$ cat src/inc/crd_pkg.sv
package crd_pkg;

    // ------------------------------------------------------------
    // Timing
    // ------------------------------------------------------------
    localparam int unsigned CLK_HZ            = 20_000_000;
    localparam int unsigned DLY_FMIN_HZ       = 23;
    localparam int unsigned DLY_FMAX_HZ       = 25_000;
    localparam int unsigned DLY_DIV_MIN       = CLK_HZ / DLY_FMAX_HZ;
    localparam int unsigned DLY_DIV_MAX       = CLK_HZ / DLY_FMIN_HZ;
    localparam int unsigned PW_MIN_MS         = 5;
    localparam int unsigned PW_MAX_MS         = 55;
    localparam int unsigned PW_MIN_CYC        = (CLK_HZ / 1000) * PW_MIN_MS;
    localparam int unsigned PW_MAX_CYC        = (CLK_HZ / 1000) * PW_MAX_MS;
    localparam int unsigned MIN_DELAY_MS      = 15;
    localparam int unsigned ENABLE_US         = 10_000;
    localparam int unsigned ENABLE_CYC        = (CLK_HZ / 1_000_000) * ENABLE_US;
    localparam int unsigned RJT_US            = 100;
    localparam int unsigned RJT_CYC           = (CLK_HZ / 1_000_000) * RJT_US;

    // ------------------------------------------------------------
    // Widths and limits
    // ------------------------------------------------------------
    localparam int unsigned STAGES            = 128;
    localparam int unsigned CNT_W             = 7;
    localparam logic [6:0]  CNT_MAX           = 7'h63;
    localparam logic [6:0]  UPPER_OFF         = 7'h63;
    localparam logic [6:0]  LOWER_OFF         = 7'h00;
    localparam int unsigned DIV_W             = 20;
    localparam int unsigned PW_W              = 21;
    localparam int unsigned TMR_W             = 18;

    // ------------------------------------------------------------
    // Measurement window states
    // ------------------------------------------------------------
    typedef enum logic [2:0] {
        ST_IDLE  = 3'b001,
        ST_COUNT = 3'b010,
        ST_JUDGE = 3'b100
    } crd_state_t;

endpackage

$ cat src/inc/crd_rej_if.sv
`timescale 1ns/1ps
interface crd_rej_if;
    logic reject;
    logic fire;
    modport src (output reject, input fire);
    modport dst (input reject, output fire);
endinterface

$ cat src/hw/crd_delay_line.sv
`timescale 1ns/1ps
module crd_delay_line
    import crd_pkg::*;
#(
    parameter int unsigned N_STAGES = STAGES,
    parameter int unsigned PW_MIN   = PW_MIN_CYC,
    parameter int unsigned PW_MAX   = PW_MAX_CYC
) (
    // Clock and reset
    input  wire logic             clk,
    input  wire logic             rst_n,
    // Settings
    input  wire logic [DIV_W-1:0] div_set,
    input  wire logic [PW_W-1:0]  pw_set,
    // Reject path
    crd_rej_if.dst                rj,
    // Observation
    output logic                  tick,
    output logic                  sol
);

    typedef struct packed {
        logic [N_STAGES-1:0] sr;
        logic [DIV_W-1:0]    div;
        logic                prev;
        logic                held;
        logic [PW_W-1:0]     pw;
        logic                tick;
    } crd_dl_t;

    crd_dl_t s_r, s_nxt;
    logic [DIV_W-1:0] div_lim;
    logic [PW_W-1:0]  pw_lim;

    always_comb begin
        // Clamp settings to their legal ranges
        div_lim = div_set;
        if (div_set < DIV_W'(DLY_DIV_MIN)) begin
            div_lim = DIV_W'(DLY_DIV_MIN); // see (RULE12) (RULE18)
        end else if (div_set > DIV_W'(DLY_DIV_MAX)) begin
            div_lim = DIV_W'(DLY_DIV_MAX); // see (RULE12)
        end
        pw_lim = pw_set;
        if (pw_set < PW_W'(PW_MIN)) begin
            pw_lim = PW_W'(PW_MIN); // see (RULE15)
        end else if (pw_set > PW_W'(PW_MAX)) begin
            pw_lim = PW_W'(PW_MAX); // see (RULE15)
        end
    end

    always_comb begin
        s_nxt = s_r;
        s_nxt.prev = rj.reject;
        s_nxt.tick = 1'b0;
        // Free running delay clock
        if (s_r.div >= div_lim - DIV_W'(1)) begin
            s_nxt.div  = '0;
            s_nxt.tick = 1'b1;
        end else begin
            s_nxt.div = s_r.div + DIV_W'(1);
        end
        // Shape to edge, hold until the next delay tick
        if (rj.reject && !s_r.prev) begin
            s_nxt.held = 1'b1; // see (RULE13) (RULE17)
        end
        if (s_r.tick) begin
            s_nxt.sr   = {s_r.sr[N_STAGES-2:0], s_r.held}; // see (RULE11) (RULE13) (RULE16)
            s_nxt.held = rj.reject && !s_r.prev;
            if (s_r.sr[N_STAGES-1]) begin
                s_nxt.pw = pw_lim; // see (RULE14) (RULE15)
            end
        end
        if (s_nxt.pw == s_r.pw && s_r.pw != '0) begin
            s_nxt.pw = s_r.pw - PW_W'(1);
        end
    end

    always_ff @(posedge clk) begin
        if (!rst_n) begin
            s_r <= '0;
        end else begin
            s_r <= s_nxt;
        end
    end

    assign tick    = s_r.tick;
    assign sol     = (s_r.pw != '0);
    assign rj.fire = sol;

endmodule

$ cat src/hw/crd_monitor.sv
`timescale 1ns/1ps
// Overview of operation
// (RULE1) Beam clear starts the enable window timer
// (RULE2) Count oscillator pulses only inside window
// (RULE3) Hold count after window until next
// (RULE4) Held count drives the display
// (RULE5) Count between limits passes container
// (RULE6) Count below lower limit rejects
// (RULE7) Upper limit 99 disables upper check
// (RULE8) Lower limit 00 disables lower check
// (RULE9) Reject needs comparator and timer coincidence
// (RULE10) Variable-rate unit takes reject instead
// (RULE11) 128-stage register steps per delay tick
// (RULE12) Delay clock adjustable 23 Hz to 25 kHz
// (RULE13) Reject shaped, held, injected next tick
// (RULE14) Output appears 128 ticks later
// (RULE15) One solenoid pulse, 5 to 55 ms
// (RULE16) Error only from tick synchronization
// (RULE17) Two rejects per tick merge
// (RULE18) Fastest delay clock gives shortest delay
// (RULE19) Counter spans 0 to 99
// (RULE20) Count above upper limit rejects
// (RULE21) Disable switch blocks rejector pulse only
// (RULE22) Lower indicator holds until upper reject
// (RULE23) Inputs synchronized and edge detected
module crd_monitor
    import crd_pkg::*;
#(
    parameter int unsigned ENABLE_CYCLES = ENABLE_CYC,
    parameter int unsigned N_STAGES      = STAGES,
    parameter int unsigned PW_MIN_CYCLES = PW_MIN_CYC,
    parameter int unsigned PW_MAX_CYCLES = PW_MAX_CYC
) (
    // Clock and reset
    input  wire logic             CLOCK,
    input  wire logic             RST_N,
    // Sensors
    input  wire logic             PHOTO_ON,
    input  wire logic             OSC_PULSE,
    // Operator settings
    input  wire logic [CNT_W-1:0] UPPER_LIMIT,
    input  wire logic [CNT_W-1:0] LOWER_LIMIT,
    input  wire logic [DIV_W-1:0] DELAY_DIV,
    input  wire logic [PW_W-1:0]  PULSE_WIDTH,
    input  wire logic             DISABLE_SW,
    input  wire logic             VRR_FITTED,
    // Display and indicators
    output logic [CNT_W-1:0]      COUNT_DISPLAY,
    output logic                  ENABLE_WINDOW,
    output logic                  REJECT_FLASH,
    output logic                  LOWER_IND,
    output logic                  UPPER_IND,
    // Reject outputs
    output logic                  VRR_REJECT,
    output logic                  SOLENOID,
    output logic                  DELAY_TICK
);

    typedef struct packed {
        logic [1:0]       ph_sy;
        logic [1:0]       os_sy;
        logic             ph_d;
        logic             os_d;
        crd_state_t       st;
        logic [TMR_W-1:0] en_t;
        logic [CNT_W-1:0] cnt;
        logic [CNT_W-1:0] hold;
        logic [TMR_W-1:0] rj_t;
        logic             cmp_lo;
        logic             cmp_hi;
        logic             gate;
        logic             flash;
        logic             lo_ind;
        logic             hi_ind;
        logic             vrr;
    } crd_mon_t;

    crd_mon_t s_r, s_nxt;
    logic     ph_rise;
    logic     os_rise;
    logic     lo_rej;
    logic     hi_rej;

    crd_rej_if rif ();

    // ------------------------------------------------------------
    // Measurement and comparison
    // ------------------------------------------------------------
    always_comb begin
        s_nxt = s_r;
        s_nxt.ph_sy = {s_r.ph_sy[0], PHOTO_ON};   // see (RULE23)
        s_nxt.os_sy = {s_r.os_sy[0], OSC_PULSE};  // see (RULE23)
        s_nxt.ph_d  = s_r.ph_sy[1];
        s_nxt.os_d  = s_r.os_sy[1];
        ph_rise = s_r.ph_sy[1] && !s_r.ph_d;      // see (RULE23)
        os_rise = s_r.os_sy[1] && !s_r.os_d;      // see (RULE23)
        lo_rej = (LOWER_LIMIT != LOWER_OFF) && (s_r.hold < LOWER_LIMIT); // see (RULE6) (RULE8)
        hi_rej = (UPPER_LIMIT != UPPER_OFF) && (s_r.hold > UPPER_LIMIT); // see (RULE20) (RULE7)
        s_nxt.gate  = 1'b0;
        s_nxt.flash = 1'b0;
        if (s_r.rj_t != '0) begin
            s_nxt.rj_t = s_r.rj_t - TMR_W'(1);
        end
        unique case (s_r.st)
            ST_IDLE: begin
                if (ph_rise) begin
                    s_nxt.st   = ST_COUNT;                 // see (RULE1)
                    s_nxt.en_t = TMR_W'(ENABLE_CYCLES);
                    s_nxt.cnt  = '0;                       // see (RULE3)
                end
            end
            ST_COUNT: begin
                if (os_rise && s_r.cnt != CNT_MAX) begin
                    s_nxt.cnt = s_r.cnt + CNT_W'(1);       // see (RULE2) (RULE19)
                end
                if (s_r.en_t <= TMR_W'(1)) begin
                    s_nxt.st   = ST_JUDGE;
                    s_nxt.hold = s_nxt.cnt;                // see (RULE3) (RULE4)
                end else begin
                    s_nxt.en_t = s_r.en_t - TMR_W'(1);
                end
            end
            ST_JUDGE: begin
                s_nxt.st     = ST_IDLE;
                s_nxt.cmp_lo = lo_rej;                     // see (RULE5)
                s_nxt.cmp_hi = hi_rej;                     // see (RULE5)
                if (lo_rej || hi_rej) begin
                    s_nxt.rj_t = TMR_W'(RJT_CYC);
                end
            end
            default: begin
                s_nxt.st = ST_IDLE;
            end
        endcase
        // Reject gate: comparator result coincident with reject timer
        if ((s_r.cmp_lo || s_r.cmp_hi) && s_r.rj_t != '0) begin
            s_nxt.flash = 1'b1;                            // see (RULE9)
            s_nxt.gate  = !DISABLE_SW;                     // see (RULE21)
            if (s_r.cmp_hi) begin
                s_nxt.hi_ind = 1'b1;
                s_nxt.lo_ind = 1'b0;                       // see (RULE22)
            end else begin
                s_nxt.lo_ind = 1'b1;                       // see (RULE22)
                s_nxt.hi_ind = 1'b0;
            end
        end
        if (s_r.rj_t == TMR_W'(1) && s_r.st != ST_JUDGE) begin
            s_nxt.cmp_lo = 1'b0;
            s_nxt.cmp_hi = 1'b0;
        end
        s_nxt.vrr = s_nxt.gate && VRR_FITTED;              // see (RULE10)
    end

    always_ff @(posedge CLOCK) begin
        if (!RST_N) begin
            s_r    <= '0;
            s_r.st <= ST_IDLE;
        end else begin
            s_r <= s_nxt;
        end
    end

    // ------------------------------------------------------------
    // Delay line and solenoid
    // ------------------------------------------------------------
    assign rif.reject = s_r.gate && !VRR_FITTED;           // see (RULE10)

    crd_delay_line #(
        .N_STAGES (N_STAGES),
        .PW_MIN   (PW_MIN_CYCLES),
        .PW_MAX   (PW_MAX_CYCLES)
    ) u_dl (
        .clk     (CLOCK),
        .rst_n   (RST_N),
        .div_set (DELAY_DIV),
        .pw_set  (PULSE_WIDTH),
        .rj      (rif.dst),
        .tick    (DELAY_TICK),
        .sol     ()
    );

    assign SOLENOID      = rif.fire;                       // see (RULE15)

    assign COUNT_DISPLAY = s_r.hold;                       // see (RULE4)
    assign ENABLE_WINDOW = (s_r.st == ST_COUNT);
    assign REJECT_FLASH  = s_r.flash;
    assign LOWER_IND     = s_r.lo_ind;
    assign UPPER_IND     = s_r.hi_ind;
    assign VRR_REJECT    = s_r.vrr;

endmodule

$ cat config.mk
export PLATFORM = sky130hd
export DESIGN_NAME = crd_monitor
export DESIGN_NICKNAME = d
export VERILOG_FILES = /design/src/inc/crd_pkg.sv /design/src/inc/crd_rej_if.sv /design/src/hw/crd_delay_line.sv /design/src/hw/crd_monitor.sv
export SDC_FILE = /design/constraint.sdc
export NUM_CORES = 1
export LEC_CHECK = 0
export BUFFER_PORTS_ARGS = -buffer_cell sky130_fd_sc_hd__buf_4
export CAP_MARGIN = 20
export CORE_UTILIZATION = 55
export CTS_CLUSTER_DIAMETER = 100
export CTS_CLUSTER_SIZE = 30
export DETAILED_ROUTE_END_ITERATION = 7
export MAX_ROUTING_LAYER = met4
export PLACE_DENSITY_LB_ADDON = 0.05
export SLEW_MARGIN = 20
export SYNTH_ARGS = -nofsm -noshare
export SYNTH_HDL_FRONTEND = slang
export SYNTH_SLANG_ARGS = --single-unit
$ cat constraint.sdc
create_clock -name CLOCK -period 12.14 [get_ports CLOCK]
set_input_delay 3.642 -clock CLOCK [delete_from_list [all_inputs] [get_ports CLOCK]]
set_output_delay 3.642 -clock CLOCK [all_outputs]
set_load 0.005 [all_outputs]
Word-level counts from Yosys, hierarchy flattened:

Index checks and enable logic that the tools add are counted.
W data, S select, Z words.

* register bits: 238
* bits of input ports: 61
* output and inout port bits: 14
* logic and storage cells: 97

* $add $sub $neg: 6
* magnitude comparators: 8
* eq/ne operators: 11
* muxes and demuxes: 20
* bitwise gates (word level): 1
* reductions and logical operators: 29

Operator list (number)
* $mux W21: 4
* $mux W20: 3
* $mux W18: 3
* $pmux W25 S2: 1
* $sub A18 B1 Y18 const B: 2
* $mux W28: 1
* $mux W22: 1
* $eq A21 B21 Y1: 1
* $gt A21 B21 Y1 const B: 1
* $lt A21 B17 Y1 const B: 1
* $reduce_bool A21 Y1: 1
* $sub A21 B1 Y21 const B: 1
* $add A20 B1 Y20 const B: 1
* $ge A20 B20 Y1: 1
* $gt A20 B20 Y1 const B: 1
* $lt A20 B10 Y1 const B: 1
* $sub A20 B1 Y20 const B: 1
* $eq A18 B1 Y1 const B: 1
* $le A18 B1 Y1 const B: 1
* $reduce_bool A18 Y1: 1
* $ne A7 B7 Y1 const B: 2
* $logic_and A1 B1 Y1: 11
* $add A7 B1 Y7 const B: 1
* $gt A7 B7 Y1: 1
* 21 further kinds: 32

Depth between registers and ports, before layout:

* word-level depth: 8
* depth in mapped cells: 22
* mapped depth without buffers: 19

Modules after synthesis:

A second synthesis with hierarchy kept.

* cell total of the unflattened synthesis: 1319
* area total of the unflattened synthesis: 11806.3 µm²

By module, submodules not included
* crd_delay_line: times used 1, cells each 926, area an instance 8368.0 µm², seq. area each 3443.3 µm²
* crd_monitor: times used 1, cells each 393, area an instance 3438.3 µm², seq. area each 1321.3 µm²

Least setup slack after synthesis:

OpenSTA, ideal clock, no wires.

* path kind: in2reg
* start: in DELAY_DIV[13]
* end: reg u_dl.s_r[24] in the netlist's numbering
* setup time: 0.086 ns
* arrival: 7.893 ns
* required time: 12.054 ns
* setup slack: 4.161 ns
* stages: 18
* path buffers: 1
* cell sequence: or3_4 or4_4 or4_4 a311o_2 o21ai_0 ha_1 nand3b_1 nor2_1 xor2_1 nand3_1 ha_1 a21o_1 a211oi_1 o21ai_0 a221oi_1 o211ai_1 clkbuf_1 a211oi_1

* word-level cells in the longest chain between the ends: 6
* elaborated cells on any way between the ends: 7
* classes of those cells: add/sub: 1; order compare: 3; mux: 2; reduce/logical: 1

RTL lines
* start: declaration: line crd_monitor.sv:43 `input wire logic [DIV_W-1:0] DELAY_DIV,`
* $gt A20 B20 Y1: line crd_delay_line.sv:40 `end else if (div_set > DIV_W'(DLY_DIV_MAX)) begin`
* $mux W20: line crd_delay_line.sv:40
* $mux W20 *: line crd_delay_line.sv:38 `if (div_set < DIV_W'(DLY_DIV_MIN)) begin`
* $sub A20 B1 Y20 *: line crd_delay_line.sv:56 `if (s_r.div >= div_lim - DIV_W'(1)) begin`
* $ge A20 B20 Y1 *: line crd_delay_line.sv:56
* $reduce_or A2 Y1 (no source line) *
* end signal: assignment: line crd_delay_line.sv:82 `s_r <= s_nxt;`
* end: declaration: line crd_delay_line.sv:31 `crd_dl_t s_r, s_nxt;`

Every way passes the cells marked *; elsewhere a longest branch is shown, timed or not.
A chain may end at the register's enable or synchronous reset.

Worst setup path in the final report:

* start: in DELAY_DIV[13]
* end: reg u_dl.s_r[37] in the netlist's numbering

Same word-level chain as after synthesis.

==> run_results.csv <==
group,metric,value,unit
run_status,status,"completed",
clocking,path_clk_slew,0.11,ns
clocking,clk_latency,0.47,ns
worst_setup_path,crit_fanout,20,
routing,via_per_inst,5.68,
power,p_sw,0.624,mW
final_layout,stdcell_count,1586,
clocking,cts_tree,"done",
routing,drt_wl_total,23600,um
routing,drt-initial-drc-count,594,
logic_synthesis,synthFlopType,"dfxtp_1",
final_layout,antenna_cells,0,
logic_synthesis,synth_area_per_cell,9.05,um^2
power,p_sw_frac,0.331,
worst_setup_path,r2r_end,"u_dl.s_r[5]",
floorplanning,core_area,20500,um^2
worst_setup_path,critPathArrivalTime,8.49,ns
floorplanning,initial_core_util,0.569,
global_route,grt_pass1_vias,8345,
sta,slew_violations,0,
power,clock_power_share,0.241,
logic_synthesis,synth_top_area_cell,"dfxtp_1",
placed_design,gp_congestion,0.917,
clocking,cts.repair.resized,0,
power,combPwrFrac,0.277,
placed_design,hpwlAfterDp,16400,um
placed_design,place_inst,1569,
clocking,cts_buffer_depth,3,
floorplanning,die_w,148,um
floorplanning,fp-row-count,52,
worst_setup_path,r2r_slack,8.95,ns
floorplanning,ios,75,
clocking,cts_setup_buffers,0,
placed_design,place_area,12300,um^2
logic_synthesis,synthesis.instances,1288,
clocking,cts-htree-levels,1,
logic_synthesis,yosysWarnings,0,
min_path,min_to,"u_dl.s_r[22]",
worst_setup_path,path_cells,"buf_4, or3_4, or4_4, or4_4, a311oi_4, or4b_2, ha_1, nand3b_1, nor2_1, xor2_1, nand3_1, ha_1, a21o_1, a211oi_1, o21ai_0, a221oi_1, o211ai_1, buf_4, a211oi_1",
routing,ant_nets,0,
min_path,hp-class,"reg -> reg",
clocking,hold_buffers,0,
routing,drc_errors,0,
worst_setup_path,crit_type,"in -> reg",
sta,maxSlewHeadroom,0.374,
global_route,grt.total_usage,0.223,
logic_synthesis,synth_nets,1390,
sta,max_freq,123,MHz
min_path,hold_path_depth,1,
logic_synthesis,synth_area_leaders,"dfxtp_1 41%, mux2i_1 12%, nor2_1 6.9%, ha_1 4.4%, xor2_1 3.0%",
logic_synthesis,yosysMostFrequentCell,"dfxtp_1",
logic_synthesis,synth_common_cells,"238 x dfxtp_1, 215 x nor2_1, 137 x mux2i_1",
power,p_int,1.26,mW
sta,hold_viol,0,
final_layout,nets,1415,
logic_synthesis,ys_ff_latch,238,
run,drv_cap,0,
clocking,cts_made_buffers,12,
logic_synthesis,async_reset_ff_frac,0,
power,powerDensity,149,nW/um^2
sta,post-route-period-util,0.668,
sta,final-setup-viol-count,0,
final_layout,drive_gt1_frac,0.103,
global_route,antenna_found_initial,0,
worst_setup_path,crit_slowest_cell,"or4_4",
floorplanning,die_y,148,um
placed_design,io_buffers,74,
final_layout,fin_area,12700,um^2
logic_synthesis,synth-edff-count,0,
worst_setup_path,crit_required,12.52,ns
power,p_leak,4.75,nW
sta,fin_tns_setup,0,ns
routing,num_vias,9005,
sta,rsz0062_at_grt,"no",
sta,tightest_slew,0.936,ns
worst_setup_path,r2r_cells,9,
power,p_seq_frac,0.482,
final_layout,synthToLayoutAreaGrowth,8.57,%
floorplanning,dieArea,21800,um^2
min_path,min-delay-start,"u_dl.s_r[23]",
routing,dr.pass1.iters,7,
sta,period_needed,8.11,ns
global_route,grt_max_degree,118,
worst_setup_path,max_stage_delay,0.46,ns
global_route,overflow,0,
logic_synthesis,synth.distinct_cells,87,
power,peakVddDrop,0.125,mV
logic_synthesis,synth_area,11700,um^2
power,p_total,1.89,mW
worst_setup_path,cp-start-kind,"primary input",
logic_synthesis,synth_top_area_frac,0.409,
routing,wl_per_cell,14.9,um
clocking,clock-root-buffer,"clkbuf_16",
worst_setup_path,r2r_start,"u_dl.tick",
logic_synthesis,yosysSeqAreaShare,0.409,
global_route,grt_pass1_wl,39900,um
clocking,clock-sinks,238,
worst_setup_path,endpoint_kind,"flop",
sta,fin_skew,0.0121,ns
==> placed cells by master, fill, tap and decap left out, types with 6 or more instances in the layout <==
cell,netlist,routed
a211oi_1,36,36
a21o_1,16,16
a22oi_1,6,6
nor2b_1,7,7
o22ai_1,7,7
dfxtp_1,238,237
nand3_1,43,43
xor2_1,40,40
inv_1,40,39
nor3_1,32,32
ha_1,41,41
nand2_1,69,69
nand2b_1,6,6
nor4_1,14,14
o21ai_0,19,19
clkbuf_16,0,13
xnor2_1,34,34
o211ai_1,9,9
nor2_1,215,215
buf_4,9,77
mux2i_1,137,137
a21oi_1,50,50
and3_1,11,11
and2_1,13,13
or3_1,10,10
nand4_1,11,11
==> per-layer routing <==
metal	global-route usage	up-vias	routed length [um]
li1	-	4592	-
met1	0.311	4183	11500
met2	0.349	197	10700
met3	0.0238	33	1170
met4	0.0510	0	299
met5	-	-	0
==> power groups by stage <==
stage	clock network [mW]	logic (mW)	registers (mW)
final	0.454	0.523	0.910
after floorplan	0	0.429	0.900
after detailed placement	0	0.520	0.925
after global routing	0.502	0.590	0.920
after global placement	0	0.516	0.925
after CTS	0.473	0.524	0.908
==> how the worst max path moves through the flow <==
stage,end,start
6_report,u_dl.s_r[37],DELAY_DIV[13]
5_1_grt,u_dl.s_r[37],DELAY_DIV[13]
4_1_cts,u_dl.s_r[37],DELAY_DIV[13]
3_5_place_dp,u_dl.s_r[37],DELAY_DIV[13]
3_3_place_gp,u_dl.s_r[27],DELAY_DIV[13]
2_1_floorplan,u_dl.s_r[24],DELAY_DIV[13]
==> metrics by stage <==
| step | hold slack, ns | util | setup WS (ns) |
|---|---|---|---|
| detailed placement | 0.429 | 0.599 | 3.57 |
| finish | 0.444 | 0.617 | 4.03 |
| floorplan | 0.410 | - | 4.16 |
| global route | 0.470 | 0.617 | 3.66 |
| CTS | 0.453 | 0.617 | 4.05 |
| global placement | 0.420 | 0.599 | 3.71 |
==> flip-flops by register name (all words and copies together), names as in the netlist <==
name           count
UPPER_IND          1
VRR_REJECT         1
REJECT_FLASH       1
u_dl.tick          1
s_nxt              4
u_dl.s_r         171
s_r               51
COUNT_DISPLAY      7
LOWER_IND          1
==> logic make-up (layout without fill, tap and decap cells) <==
kind of cell / Yosys count / count (layout) / share of synthesized area
flip-flops: 238 / 238 / 0.409
multiplexers: 140 / 140 / 0.121
AND/OR/NAND/NOR: 482 / 482 / 0.205
XOR/XNOR: 74 / 74 / 0.0556
AO/OA/AOI/OAI: 204 / 204 / 0.126
buffers and inverters: 109 / 137 / 0.0402
adder cells (fa/ha/maj): 41 / 41 / 0.0440
==> final cells by class <==
| class | count | area (um^2) |
|---|---|---|
| Clock buffer | 14 | 329 |
| Clock inverter | 3 | 38.8 |
| Fill cell | 1808 | 7840 |
| Inverter | 41 | 156 |
| Multi-Input combinational cell | 941 | 6420 |
| Sequential cell | 238 | 4770 |
| Tap cell | 270 | 338 |
| Timing Repair Buffer | 79 | 601 |
==> critical path: cells and delay by family <==
kind | cells | cell delay [ns]
fa+ha+maj | 2 | 0.63
compound gates | 7 | 1.79
buf+inv | 2 | 0.34
xor+xnor | 1 | 0.16
simple gates | 7 | 1.90
(Power assumes the default switching activity.)
